[src/core/scr_pkg.sv]
// Constants for the calibration and ADC configuration register slice
package scr_pkg;
    localparam int          SCR_ADDR_W      = 12;
    localparam int          SCR_REG_NUM     = 18;
    localparam logic [7:0]  SCR_RESET_VAL   = 8'h00;
    localparam logic [11:0] SCR_OFFS [0:SCR_REG_NUM-1] = '{
        12'h036, 12'h037, 12'h038, 12'h039, 12'h03a, 12'h03b,
        12'h03c, 12'h03d, 12'h03e, 12'h03f, 12'h040, 12'h041,
        12'h042, 12'h043, 12'h044, 12'h045, 12'h04b, 12'h04c};
    localparam logic [11:0] SCR_STATUS_OFFS = 12'h058;
    // Register indices into the storage array
    localparam int IDX_DIV_BUF_LUT   = 0;
    localparam int IDX_DECISION_TO   = 1;
    localparam int IDX_TUNE_TO_LOW   = 2;
    localparam int IDX_TUNE_TO_HIGH  = 3;
    localparam int IDX_BAND_TO_LOW   = 4;
    localparam int IDX_BAND_TO_HIGH  = 5;
    localparam int IDX_LOGIC_LEVEL   = 7;
    localparam int IDX_ADC_DIV       = 8;
    localparam int IDX_ADC_EN        = 9;
    localparam int IDX_RF_MUTE       = 10;
    // Field positions
    localparam int BIT_OUT_DIV_DBUF  = 7;
    localparam int BIT_DCLK_DBUF     = 6;
    localparam int BIT_TABLE_GEN     = 1;
    localparam int BIT_TABLE_CAL     = 0;
    localparam int BIT_OSC_DBUF      = 7;
    localparam int BIT_DELAY_DBUF    = 7;
    localparam int BIT_LEVEL_SEL     = 5;
    localparam int BIT_CONV_EN       = 7;
    localparam int BIT_ADC_EN        = 1;
    localparam int MUTE_ONE_LSB      = 0;
    localparam int MUTE_TWO_LSB      = 3;
    localparam int MUTE_W            = 3;
    localparam int TIMEOUT_HIGH_W    = 7;
    localparam int BIT_STAT_TBL_BUSY = 7;
    localparam int BIT_STAT_CAL_BUSY = 1;
    // ADC clock divide ratio is ADC_DIV_MUL * div + ADC_DIV_ADD
    localparam int ADC_DIV_MUL       = 4;
    localparam int ADC_DIV_ADD       = 2;
    localparam int CAL_SEARCH_STEPS  = 8;
    localparam int CAL_TABLE_STEPS   = 1;

    typedef enum logic [2:0] {
        SCR_CAL_IDLE   = 3'b000,
        SCR_CAL_TUNE   = 3'b001,
        SCR_CAL_BAND   = 3'b010,
        SCR_CAL_DECIDE = 3'b011
    } scr_cal_state_t;
endpackage

[src/core/scr_adc_clk_div.sv]
// ADC clock generator dividing the reference tick stream by 4*div+2
`timescale 1ns/1ps
module scr_adc_clk_div
    import scr_pkg::*;
(
    input  wire logic       clk,
    input  wire logic       rst_n,
    input  wire logic       ce,
    input  wire logic       enable,
    input  wire logic       ref_tick,
    input  wire logic [7:0] div,
    output logic            adc_clk_ff,
    output logic            adc_tick_ff
);
    // Half period in reference ticks is (4*div+2)/2 = 2*div+1
    localparam logic [9:0] HALF_MUL = 10'((ADC_DIV_MUL) / 2);
    localparam logic [9:0] HALF_ADD = 10'((ADC_DIV_ADD) / 2);

    logic [9:0] cnt_ff;
    logic [9:0] half_len;

    assign half_len = HALF_MUL * {2'b00, div} + HALF_ADD;

    always_ff @(posedge clk or negedge rst_n) begin
        if (!rst_n) begin
            cnt_ff      <= 10'h000;
            adc_clk_ff  <= 1'b0;
            adc_tick_ff <= 1'b0;
        end else if (ce) begin
            adc_tick_ff <= 1'b0;
            if (!enable) begin
                cnt_ff     <= 10'h000;
                adc_clk_ff <= 1'b0;
            end else if (ref_tick) begin
                if (cnt_ff == half_len - 10'h001) begin // [RULE_02]
                    cnt_ff      <= 10'h000;
                    adc_clk_ff  <= ~adc_clk_ff;
                    adc_tick_ff <= ~adc_clk_ff;
                end else begin
                    cnt_ff <= cnt_ff + 10'h001;
                end
            end
        end
    end
endmodule // scr_adc_clk_div

[src/core/scr_regs.sv]
// Calibration, ADC and output mute configuration register slice
//
// Contract
// (RULE_01) All registers reset to zero
// (RULE_02) ADC clock is reference over 4*div+2
// (RULE_03) Tune settle timeout from 0x038 and 0x039[6:0]
// (RULE_04) Band settle timeout from 0x03A and 0x03B[6:0]
// (RULE_05) Eight-bit timeout per calibration decision step
// (RULE_06) 0x039 bit 7 double-buffers manual oscillator values
// (RULE_07) 0x036 bits 6/7 double-buffer clock/output dividers
// (RULE_08) 0x036 bit 1 enables table generation
// (RULE_09) 0x036 bit 0 calibrates from table
// (RULE_10) 0x040 bits 2:0 mute output one
// (RULE_11) 0x040 bits 5:3 mute output two
// (RULE_12) Buffered values apply only at update event
// (RULE_13) Busy status high while calibration runs
`timescale 1ns/1ps
module scr_regs
    import scr_pkg::*;
#(
    parameter int OUT_DIV_W    = 2,
    parameter int CLK_DIV_W    = 8,
    parameter int CORE_W       = 2,
    parameter int BAND_W       = 8,
    parameter int BIAS_W       = 6,
    parameter int DELAY_W      = 8,
    parameter int SEARCH_STEPS = CAL_SEARCH_STEPS
)(
    input  wire logic                  clk,
    input  wire logic                  resetn,
    input  wire logic                  ce,
    input  wire logic [SCR_ADDR_W-1:0] reg_addr,
    input  wire logic                  reg_wr,
    input  wire logic [7:0]            reg_wdata,
    input  wire logic                  reg_rd,
    output logic [7:0]                 reg_rdata_ff,
    input  wire logic                  dbuf_update,
    input  wire logic [OUT_DIV_W-1:0]  rf_output_divider,
    input  wire logic [CLK_DIV_W-1:0]  digital_ref_clk_divider,
    input  wire logic [CLK_DIV_W-1:0]  digital_fb_clk_divider,
    input  wire logic [CORE_W-1:0]     manual_osc_core,
    input  wire logic [BAND_W-1:0]     manual_osc_band,
    input  wire logic [BIAS_W-1:0]     manual_osc_bias,
    input  wire logic [DELAY_W-1:0]    delay_ctrl,
    output logic [OUT_DIV_W-1:0]       rf_output_divider_ff,
    output logic [CLK_DIV_W-1:0]       digital_ref_clk_divider_ff,
    output logic [CLK_DIV_W-1:0]       digital_fb_clk_divider_ff,
    output logic [CORE_W-1:0]          manual_osc_core_ff,
    output logic [BAND_W-1:0]          manual_osc_band_ff,
    output logic [BIAS_W-1:0]          manual_osc_bias_ff,
    output logic [DELAY_W-1:0]         delay_ctrl_ff,
    input  wire logic                  ref_tick,
    input  wire logic                  cal_start,
    output logic                       calibration_busy,
    output logic                       table_generate_active,
    output logic                       table_lookup_mode,
    output logic                       cal_decide_ff,
    output logic                       cal_done_ff,
    output logic [2:0]                 output_one_mute,
    output logic [2:0]                 output_two_mute,
    output logic                       logic_level_high,
    output logic                       conversion_enable,
    output logic                       adc_clk,
    output logic                       adc_tick
);
    logic                 rst_meta_ff;
    logic                 rst_sync_ff;
    logic [7:0]           regs_ff [0:SCR_REG_NUM-1];
    logic [SCR_REG_NUM-1:0] hit;
    logic                 any_hit;
    logic [7:0]           rd_mux;
    logic [7:0]           status_byte;

    // Reset released through two flops
    always_ff @(posedge clk or negedge resetn) begin
        if (!resetn) begin
            rst_meta_ff <= 1'b0;
            rst_sync_ff <= 1'b0;
        end else begin
            rst_meta_ff <= 1'b1;
            rst_sync_ff <= rst_meta_ff;
        end
    end

    // Byte storage, one flop group per register
    genvar gi;
    generate
        for (gi = 0; gi < SCR_REG_NUM; gi++) begin : g_reg
            assign hit[gi] = (reg_addr == SCR_OFFS[gi]);
            always_ff @(posedge clk or negedge rst_sync_ff) begin
                if (!rst_sync_ff) begin
                    regs_ff[gi] <= SCR_RESET_VAL; // [RULE_01]
                end else if (ce && reg_wr && hit[gi]) begin
                    regs_ff[gi] <= reg_wdata;
                end
            end
        end
    endgenerate

    assign any_hit = |hit;

    // Read mux over the storage plus the status byte
    always_comb begin
        rd_mux = 8'h00;
        for (int i = 0; i < SCR_REG_NUM; i++) begin
            if (hit[i]) begin
                rd_mux = regs_ff[i];
            end
        end
        if (!any_hit && reg_addr == SCR_STATUS_OFFS) begin
            rd_mux = status_byte;
        end
    end

    always_ff @(posedge clk or negedge rst_sync_ff) begin
        if (!rst_sync_ff) begin
            reg_rdata_ff <= 8'h00;
        end else if (ce && reg_rd) begin
            reg_rdata_ff <= rd_mux;
        end
    end

    // Field decode
    logic                 out_div_dbuf_sel;
    logic                 digital_clk_div_dbuf_sel;
    logic                 manual_osc_dbuf_sel;
    logic                 delay_ctrl_dbuf_sel;
    logic                 table_generate_enable;
    logic                 table_calibrate_enable;
    logic [7:0]           decision_timeout;
    logic [14:0]          tune_settle_timeout;
    logic [14:0]          band_core_settle_timeout;

    assign out_div_dbuf_sel         = regs_ff[IDX_DIV_BUF_LUT][BIT_OUT_DIV_DBUF]; // [RULE_07]
    assign digital_clk_div_dbuf_sel = regs_ff[IDX_DIV_BUF_LUT][BIT_DCLK_DBUF];    // [RULE_07]
    assign table_generate_enable    = regs_ff[IDX_DIV_BUF_LUT][BIT_TABLE_GEN];    // [RULE_08]
    assign table_calibrate_enable   = regs_ff[IDX_DIV_BUF_LUT][BIT_TABLE_CAL];    // [RULE_09]
    assign manual_osc_dbuf_sel      = regs_ff[IDX_TUNE_TO_HIGH][BIT_OSC_DBUF];    // [RULE_06]
    assign delay_ctrl_dbuf_sel      = regs_ff[IDX_BAND_TO_HIGH][BIT_DELAY_DBUF];
    assign decision_timeout         = regs_ff[IDX_DECISION_TO];                   // [RULE_05]
    assign tune_settle_timeout      = {regs_ff[IDX_TUNE_TO_HIGH][TIMEOUT_HIGH_W-1:0],
                                       regs_ff[IDX_TUNE_TO_LOW]};                 // [RULE_03]
    assign band_core_settle_timeout = {regs_ff[IDX_BAND_TO_HIGH][TIMEOUT_HIGH_W-1:0],
                                       regs_ff[IDX_BAND_TO_LOW]};                 // [RULE_04]

    assign output_one_mute   = regs_ff[IDX_RF_MUTE][MUTE_ONE_LSB +: MUTE_W]; // [RULE_10]
    assign output_two_mute   = regs_ff[IDX_RF_MUTE][MUTE_TWO_LSB +: MUTE_W]; // [RULE_11]
    assign logic_level_high  = regs_ff[IDX_LOGIC_LEVEL][BIT_LEVEL_SEL];
    assign conversion_enable = regs_ff[IDX_ADC_EN][BIT_CONV_EN];

    // Applied stages: follow directly when unbuffered, else load on update
    always_ff @(posedge clk or negedge rst_sync_ff) begin
        if (!rst_sync_ff) begin
            rf_output_divider_ff <= '0;
        end else if (ce && (!out_div_dbuf_sel || dbuf_update)) begin // [RULE_07] [RULE_12]
            rf_output_divider_ff <= rf_output_divider;
        end
    end

    always_ff @(posedge clk or negedge rst_sync_ff) begin
        if (!rst_sync_ff) begin
            digital_ref_clk_divider_ff <= '0;
            digital_fb_clk_divider_ff  <= '0;
        end else if (ce && (!digital_clk_div_dbuf_sel || dbuf_update)) begin // [RULE_12]
            digital_ref_clk_divider_ff <= digital_ref_clk_divider;
            digital_fb_clk_divider_ff  <= digital_fb_clk_divider;
        end
    end

    always_ff @(posedge clk or negedge rst_sync_ff) begin
        if (!rst_sync_ff) begin
            manual_osc_core_ff <= '0;
            manual_osc_band_ff <= '0;
            manual_osc_bias_ff <= '0;
        end else if (ce && (!manual_osc_dbuf_sel || dbuf_update)) begin // [RULE_06] [RULE_12]
            manual_osc_core_ff <= manual_osc_core;
            manual_osc_band_ff <= manual_osc_band;
            manual_osc_bias_ff <= manual_osc_bias;
        end
    end

    always_ff @(posedge clk or negedge rst_sync_ff) begin
        if (!rst_sync_ff) begin
            delay_ctrl_ff <= '0;
        end else if (ce && (!delay_ctrl_dbuf_sel || dbuf_update)) begin // [RULE_12]
            delay_ctrl_ff <= delay_ctrl;
        end
    end

    // Calibration timing sequencer, counted in reference ticks
    scr_cal_state_t state_ff;
    scr_cal_state_t nxt_state;
    logic [14:0]    cnt_ff;
    logic [3:0]     step_ff;
    logic [3:0]     last_step;
    logic           use_table_ff;
    logic           phase_end;
    logic [14:0]    phase_limit;

    always_comb begin
        case (state_ff)
            SCR_CAL_TUNE:   phase_limit = tune_settle_timeout;
            SCR_CAL_BAND:   phase_limit = band_core_settle_timeout;
            SCR_CAL_DECIDE: phase_limit = {7'h00, decision_timeout}; // [RULE_05]
            default:        phase_limit = 15'h0000;
        endcase
    end

    assign phase_end = ref_tick && (cnt_ff >= phase_limit);
    assign last_step = use_table_ff ? 4'(CAL_TABLE_STEPS - 1) : 4'(SEARCH_STEPS - 1); // [RULE_09]

    always_comb begin
        nxt_state = state_ff;
        case (state_ff)
            SCR_CAL_IDLE: begin
                if (cal_start) begin
                    nxt_state = SCR_CAL_TUNE;
                end
            end
            SCR_CAL_TUNE: begin
                if (phase_end) begin
                    nxt_state = SCR_CAL_BAND;
                end
            end
            SCR_CAL_BAND: begin
                if (phase_end) begin
                    nxt_state = SCR_CAL_DECIDE;
                end
            end
            SCR_CAL_DECIDE: begin
                if (phase_end && step_ff == last_step) begin
                    nxt_state = SCR_CAL_IDLE;
                end
            end
            default: nxt_state = SCR_CAL_IDLE;
        endcase
    end

    always_ff @(posedge clk or negedge rst_sync_ff) begin
        if (!rst_sync_ff) begin
            state_ff <= SCR_CAL_IDLE;
        end else if (ce) begin
            state_ff <= nxt_state;
        end
    end

    always_ff @(posedge clk or negedge rst_sync_ff) begin
        if (!rst_sync_ff) begin
            cnt_ff <= 15'h0000;
        end else if (ce) begin
            if (nxt_state != state_ff || state_ff == SCR_CAL_IDLE || phase_end) begin
                cnt_ff <= 15'h0000;
            end else if (ref_tick) begin
                cnt_ff <= cnt_ff + 15'h0001;
            end
        end
    end

    always_ff @(posedge clk or negedge rst_sync_ff) begin
        if (!rst_sync_ff) begin
            step_ff      <= 4'h0;
            use_table_ff <= 1'b0;
        end else if (ce) begin
            if (state_ff == SCR_CAL_IDLE && cal_start) begin
                step_ff      <= 4'h0;
                use_table_ff <= table_calibrate_enable; // [RULE_09]
            end else if (state_ff == SCR_CAL_DECIDE && phase_end) begin
                step_ff <= step_ff + 4'h1;
            end
        end
    end

    always_ff @(posedge clk or negedge rst_sync_ff) begin
        if (!rst_sync_ff) begin
            cal_decide_ff <= 1'b0;
            cal_done_ff   <= 1'b0;
        end else if (ce) begin
            cal_decide_ff <= (state_ff == SCR_CAL_DECIDE) && phase_end;
            cal_done_ff   <= (state_ff == SCR_CAL_DECIDE) && phase_end && (step_ff == last_step);
        end
    end

    assign calibration_busy      = (state_ff != SCR_CAL_IDLE);                    // [RULE_13]
    assign table_generate_active = calibration_busy && table_generate_enable;     // [RULE_08]
    assign table_lookup_mode     = calibration_busy && use_table_ff;

    always_comb begin
        status_byte                    = 8'h00;
        status_byte[BIT_STAT_TBL_BUSY] = table_generate_active;
        status_byte[BIT_STAT_CAL_BUSY] = calibration_busy; // [RULE_13]
    end

    // ADC clock from the reference tick stream
    scr_adc_clk_div u_adc_div (
        .clk        (clk),
        .rst_n      (rst_sync_ff),
        .ce         (ce),
        .enable     (regs_ff[IDX_ADC_EN][BIT_ADC_EN]),
        .ref_tick   (ref_tick),
        .div        (regs_ff[IDX_ADC_DIV]), // [RULE_02]
        .adc_clk_ff (adc_clk),
        .adc_tick_ff(adc_tick)
    );
endmodule // scr_regs

[config.mk]
export PLATFORM = sky130hd
export DESIGN_NAME = scr_regs
export DESIGN_NICKNAME = d
export VERILOG_FILES = /design/src/core/scr_pkg.sv /design/src/core/scr_adc_clk_div.sv /design/src/core/scr_regs.sv
export SDC_FILE = /design/constraint.sdc
export NUM_CORES = 1
export LEC_CHECK = 0
export ABC_AREA = 1
export BUFFER_PORTS_ARGS = -buffer_cell sky130_fd_sc_hd__buf_2
export CAP_MARGIN = 20
export CORE_AREA = 2 2 171 156
export DETAILED_ROUTE_END_ITERATION = 12
export DIE_AREA = 0 0 173 158
export GPL_TIMING_DRIVEN = 0
export HOLD_SLACK_MARGIN = 0.1
export PLACE_DENSITY = 0.64
export SYNTH_ARGS = -nofsm -noshare
export SYNTH_HDL_FRONTEND = slang
export SYNTH_SLANG_ARGS = --single-unit
[constraint.sdc]
create_clock -name clk -period 9 [get_ports clk]
set_input_delay 0 -clock clk [delete_from_list [all_inputs] [get_ports clk]]
set_output_delay 0 -clock clk [all_outputs]
set_load 0.05 [all_outputs]
==> impl_metrics.json, run 1 <==
{
  "path_clk_slew_ns": 0.06,
  "clock.fmax_ghz": 0.2532,
  "end_kind": "register",
  "grt.total_usage": 0.2380,
  "final_layout_size_suffix_gt1_frac": 0.1760,
  "cp-start-kind": "register",
  "io_pins": 135,
  "ys_ff_latch": 233,
  "cp_slowest_cell": "nor2_1",
  "rows": 56,
  "via_per_inst": 5.236,
  "worstSkewPairLatency_ns": 0.52,
  "min-delay-path-class": "in2reg",
  "slew_viol_final": 0,
  "multi_input_comb_area_um2": 4883,
  "synth_top_cell_area_share": 0.5119,
  "cts_max_level": 1,
  "skew_ns": 0.008745,
  "synth_cell_types": 51,
  "cts.sinks": 233,
  "drcViolationCount": 0,
  "gp_congestion": 0.9537,
  "ys_top_cells_by_count": "nand2_1 (378), dfrtp_1 (233), o21ai_0 (140)",
  "n_fill_cell": 2443,
  "antenna_cells": 0,
  "syn-cell-area_um2": 11390,
  "netlist_instances": 1346,
  "fin_ws_ns": 5.050,
  "synth-compound-area-share": 0.1106,
  "die_y_um": 158,
  "core_area_um2": 25640,
  "pre_cts_slack_ns": 5.085,
  "start_util": 0.4441,
  "cts_tree": "yes",
  "cts_made_buffers": 26,
  "worst-path-buf-inv": 3,
  "yosysTopAreaCell": "dfrtp_1",
  "finalSetupTns_ns": 0,
  "dpl.hpwl_um": 23220,
  "die_area_um2": 27330,
  "p_total_mw": 2.592,
  "vias": 10150,
  "path_class": "reg2reg",
  "crit_chain": "inv_1, nand2_1, nor2_1, inv_1, nor2_1, a221oi_1, ha_1, nand2_1, nor2_1, a211oi_1, o221ai_1, nand3_1, nand3_1, nand2_1, nand3_1, nand2_1, clkinv_1, a21oi_1, o21a_1",
  "cp.arrival_ns": 4.41,
  "yosys-top-cells-area": "dfrtp_1 (51%), nand2_1 (12%), o21ai_0 (6.2%), mux2_2 (4.3%), nor2_1 (3.5%)",
  "synthSimpleGateAreaFrac": 0.2432,
  "ys_async_sr_fraction": 1.000,
  "root_buffer": "clkbuf_16",
  "critPathMaxStageDelay_ns": 0.58,
  "antenna_left": 0,
  "ys.flop_type": "dfrtp_1",
  "antenna_found_initial": 1,
  "period_minus_slack_ns": 3.950,
  "regArea_um2": 5834,
  "grt_overflow": 0,
  "hold_slack_ns": 0.1272,
  "clk_path_buf_depth": 3,
  "muxShareOfSynthArea": 0.04251,
  "synth_top_family_by_area": "simple AND/OR/NAND/NOR gates",
  "dr.pass1.iters": 5,
  "grt_pass1_wl_um": 51930,
  "detail_route.wl_per_cell_um": 16.73,
  "crit_top_cell": "nand2_1",
  "cp_max_fo": 10,
  "fin_util": 0.5487,
  "rsz0062_at_grt": "no",
  "setup_violations": 0,
  "drt-initial-drc-count": 947,
  "die_w_um": 173,
  "p_leak_nw": 6.582,
  "period_share": 0.4388,
  "vdd_ir_drop_max_uv": 131.3,
  "area_delta_synth_final_pct": 23.54,
  "hold_viol": 0,
  "crit_family": "simple AND/OR/NAND/NOR gates",
  "synthXorXnorAreaFrac": 0.01230,
  "grt_max_degree": 71,
  "syn_nets": 1434,
  "worstMarginPinSlew_ns": 0.8021,
  "wirelength_um": 32440,
  "seq_area_frac_synth": 0.5119,
  "nets": 1659,
  "cp_data_required_time_ns": 9.46,
  "p_per_area_nw_per_um2": 184.2,
  "yosysMostFrequentCell": "nand2_1",
  "avgSynthCellArea_um2": 8.462,
  "grt_pass1_vias": 9579,
  "synthAdderAreaFrac": 0.01977,
  "relSlewSlack": 0.4653,
  "outcome": "finished, final reports clean",
  "ys_warn_count": 0,
  "io_buffer_count": 133,
  "drv_cap": 0,
  "synth_edf_count": 0
}
-- where the power goes --
group          leakage, nW  internal [mW]  switching, mW
registers             3.14           1.09         0.0284
logic                 3.01          0.111          0.277
clock network        0.439          0.663          0.422
-- worst paths after layout --
| check | from | to | slack, ns | cells after the start |
|---|---|---|---|---|
| hold reg to reg | rst_sync_ff | manual_osc_band_ff[7] | 0.32 | 0 |
| min in group asynchronous | rst_sync_ff | manual_osc_band_ff[7] | 0.32 | 0 |
| hold / removal | dbuf_update | manual_osc_bias_ff[4] | 0.13 | 3 |
| setup / recovery | state_ff[2] | cnt_ff[13] | 5.05 | 19 |
| setup reg to reg | state_ff[2] | cnt_ff[13] | 5.05 | 19 |
| max in group asynchronous | rst_sync_ff | regs_ff[5] | 7.92 | 1 |
-- worst reg2reg max path: stages (launching register included) --
cell and delay [ns]:
dfrtp_1 0.38, inv_1 0.11, nand2_1 0.09, nor2_1 0.58
inv_1 0.32, nor2_1 0.17, a221oi_1 0.07, ha_1 0.34
nand2_1 0.09, nor2_1 0.04, a211oi_1 0.21, o221ai_1 0.15
nand3_1 0.08, nand3_1 0.12, nand2_1 0.18, nand3_1 0.12
nand2_1 0.20, clkinv_1 0.30, a21oi_1 0.20, o21a_1 0.14
-- state kept, by name, summed over array words and instances, names as in the netlist, 8 cells and up --
| name | flops |
|---|---|
| decision_timeout | 8 |
| manual_osc_band_ff | 8 |
| delay_ctrl_ff | 8 |
| band_core_settle_timeout | 15 |
| u_adc_div.cnt_ff | 10 |
| digital_ref_clk_divider_ff | 8 |
| digital_fb_clk_divider_ff | 8 |
| regs_ff | 109 |
| cnt_ff | 15 |
| reg_rdata_ff | 8 |
-- cells by family (layout without fill, tap and decap cells) --
logic type,count (synthesis),in the layout
xor gates and xnor gates,16,16
and+or+nand+nor,632,632
muxes,43,43
buffers and inverters,170,415
AOI/OAI and AO/OA,233,233
DFF,233,233
adders and majority gates,18,18
other,1,1
-- metal layers --
layer,up-vias,global-route usage,share of wire
li1,4906,-,-
met1,4895,0.3470,0.47
met2,306,0.3653,0.44
met3,44,0.04923,0.071
met4,2,0.05488,0.020
met5,-,0,0.00049
-- through the flow --
stage	std cells	area, um2
floorplan	1346	11390
global placement	1827	12490
detailed placement	1830	12580
CTS	1939	14070
global route	1939	14070
finish	1939	14070
-- cell type report --
type | count | share of cell area
timing repair buffer | 197 | 0.09657
sequential | 233 | 0.4146
clock inverter | 7 | 0.006047
tap | 348 | 0.03094
clock buffer | 41 | 0.05673
buffer | 43 | 0.01369
inverter | 127 | 0.03432
multi-input combinational | 943 | 0.3471
-- cells in the final DEF (no fill, tap or decap), types with 18 or more instances in the layout --
cell	n
dlygate4sd3_1	61
o21ai_0	140
inv_2	18
buf_2	140
nand4_1	37
inv_1	105
o21ai_1	39
a21oi_1	25
clkbuf_16	27
nor2_1	107
nand3_1	41
ha_1	18
mux2_2	43
dfrtp_1	232
clkbuf_1	37
nand2_1	378
nor3_1	27
-- what timing repair did --
action / CTS / global route
hold endpoints to repair: 129 / 0
hold buffers: 61 / 0
gates resized for setup: 0 / 0
setup buffers: 0 / 0
Power figures use the tool's default switching activity.
==> run 2, diff against run 1 <==
clock period = 4.15 ns   (was 9 ns; I/O delays follow)
==> run 2 against run 1 <==
Fmax rose by 4.2%. Clock skew rose by 0.0085 ns. Worst hold slack got worse by 0.022 ns. Core utilization barely moved. Via count fell by 0.43%. Routed wire length fell by 0.68%. Count of clock-buffer cells in the layout fell by 3. Global-route usage barely moved. Total power rose by 110%. Largest cell class unchanged. Largest power group unchanged. Highest routed layer unchanged.
==> impl_metrics.json, run 2 (same netlist as run 1, synthesis figures left out) <==
{
  "io_pins": 135,
  "fin_ws_ns": 0.3588,
  "cts_made_buffers": 25,
  "switchingPower_mw": 1.579,
  "fin_util": 0.5483,
  "layout_common_cells": "nand2_1 (378), dfrtp_1 (232), o21ai_0 (140), buf_2 (140), nor2_1 (106)",
  "vdd_ir_drop_max_uv": 242.7,
  "p_per_area_nw_per_um2": 394.7,
  "combPwrFrac": 0.153,
  "start_util": 0.4441,
  "cp-start-kind": "register",
  "grt_pass1_wl_um": 51770,
  "core_area_um2": 25640,
  "min-delay-path-class": "in2reg",
  "crit_top_cell": "nand2_1",
  "die_w_um": 173,
  "grt.total_usage": 0.2376,
  "clock.fmax_ghz": 0.2638,
  "io_buffer_count": 133,
  "cts_tree": "yes",
  "dr.pass1.iters": 5,
  "outcome": "finished, final reports clean",
  "path_clk_slew_ns": 0.06,
  "largest_reg_flops": 109,
  "area_delta_synth_final_pct": 23.45,
  "end_kind": "register",
  "swShare": 0.2846,
  "seq_power_share": 0.438,
  "final_layout_size_suffix_gt1_frac": 0.1767,
  "gp_congestion": 0.9493,
  "path_class": "reg2reg",
  "cts_setup_buffers": 0,
  "wirelength_um": 32220,
  "die_area_um2": 27330,
  "largest_register": "regs_ff",
  "skew_ns": 0.01727,
  "dpl.hpwl_um": 23170,
  "root_buffer": "clkbuf_16",
  "worstSkewPairLatency_ns": 0.53,
  "finalInstanceArea_um2": 14060,
  "rows": 56,
  "slew_viol_final": 0,
  "vias": 10110,
  "detail_route.wl_per_cell_um": 16.63,
  "cp_data_required_time_ns": 4.57,
  "nets": 1659,
  "n_fill_cell": 2394,
  "pre_cts_slack_ns": 0.2177,
  "relSlewSlack": 0.4476,
  "grt_pass1_vias": 9554,
  "cp_max_fo": 10,
  "critPathMaxStageDelay_ns": 0.45,
  "drv_cap": 0,
  "via_per_inst": 5.216,
  "layout.cells.non_filler": 1938,
  "cts.sinks": 233,
  "worstMarginPinSlew_ns": 0.8286,
  "layout_commonest_cell": "nand2_1",
  "dp_cells": 1831,
  "p_total_mw": 5.550,
  "clkPwrFrac": 0.409,
  "period_share": 0.9135,
  "cts_max_level": 1,
  "cp_slowest_cell": "clkbuf_1",
  "antenna_cells": 0,
  "period_minus_slack_ns": 3.791,
  "setup_violations": 0,
  "antenna_left": 0,
  "cp.arrival_ns": 4.21,
  "grt_max_degree": 54,
  "clk_path_buf_depth": 3,
  "placed_area_um2": 12600,
  "crit_chain": "nor2_1, nand2_1, inv_1, clkbuf_1, a221oi_1, ha_1, nand2_1, nor2_1, a211oi_1, o221ai_1, nand3_1, nand3_1, nand2_1, nand3_1, nand2_1, clkinv_1, a221oi_1",
  "intPower_mw": 3.971,
  "rsz0062_at_grt": "no",
  "p_leak_nw": 6.575,
  "antenna_found_initial": 1,
  "hold_viol": 0,
  "die_y_um": 158,
  "grt_overflow": 0,
  "crit_family": "simple AND/OR/NAND/NOR gates",
  "worst-path-buf-inv": 3,
  "drcViolationCount": 0,
  "drt-initial-drc-count": 936
}
-- run 2: final timing paths --
check | startpoint | end | slack [ns] | cells past startpoint
hold / removal | dbuf_update | manual_osc_bias_ff[2] | 0.11 | 3
hold reg to reg | rst_sync_ff | manual_osc_band_ff[2] | 0.34 | 0
max in group asynchronous | rst_sync_ff | reg_rdata_ff[2] | 2.58 | 3
setup / recovery | state_ff[1] | cnt_ff[2] | 0.36 | 17
min in group asynchronous | rst_sync_ff | manual_osc_band_ff[2] | 0.34 | 0
setup reg to reg | state_ff[1] | cnt_ff[2] | 0.36 | 17
-- run 2: worst reg2reg max path: stages (launching register included) --
cell	delay, ns
dfrtp_1	0.39
nor2_1	0.13
nand2_1	0.13
inv_1	0.27
clkbuf_1	0.45
a221oi_1	0.20
ha_1	0.34
nand2_1	0.09
nor2_1	0.04
a211oi_1	0.20
o221ai_1	0.16
nand3_1	0.10
nand3_1	0.12
nand2_1	0.18
nand3_1	0.12
nand2_1	0.20
clkinv_1	0.31
a221oi_1	0.28
-- run 2: layout make-up --
| class | instances | area (um2) | area share |
|---|---|---|---|
| well taps | 348 | 435.4 | 0.03097 |
| flip-flops and latches | 233 | 5834 | 0.4149 |
| repair buffers | 198 | 1386 | 0.09859 |
| clock buffers | 38 | 744.5 | 0.05295 |
| multi-input cells | 943 | 4891 | 0.3478 |
| clock inverters | 8 | 93.84 | 0.006674 |
| plain buffers | 43 | 192.7 | 0.01370 |
| inverters | 127 | 483.0 | 0.03435 |
-- run 2: power by group through the flow --
stage	Combinational, mW	Clock, mW	Sequential [mW]
global route	0.930	2.40	2.44
floorplan	0.358	0	2.65
detailed placement	0.799	0	2.47
global placement	0.736	0	2.50
finish	0.852	2.27	2.43
CTS	0.846	2.31	2.43
-- run 2: per-layer routing --
layer / vias to the layer above / GRT usage / share of wire
li1: 4904 / - / -
met1: 4885 / 0.3504 / 0.48
met2: 267 / 0.3630 / 0.44
met3: 51 / 0.04179 / 0.058
met4: 2 / 0.06013 / 0.023
met5: - / 0 / 0.00050
-- run 2: through the flow --
step	TNS, ns	hold WS (ns)
2_1_floorplan	0	-0.2956
3_3_place_gp	-271.58	-0.2136
3_5_place_dp	0	-0.2089
4_1_cts	0	0.1117
5_1_grt	0	0.1436
6_report	0	0.1056
-- run 2: what timing repair did --
action                                  in CTS  in global routing
hold endpoints to repair                   129                  0
gates resized for setup                      0                  2
hold buffers                                61                  0
endpoints found under the setup margin       0                 14
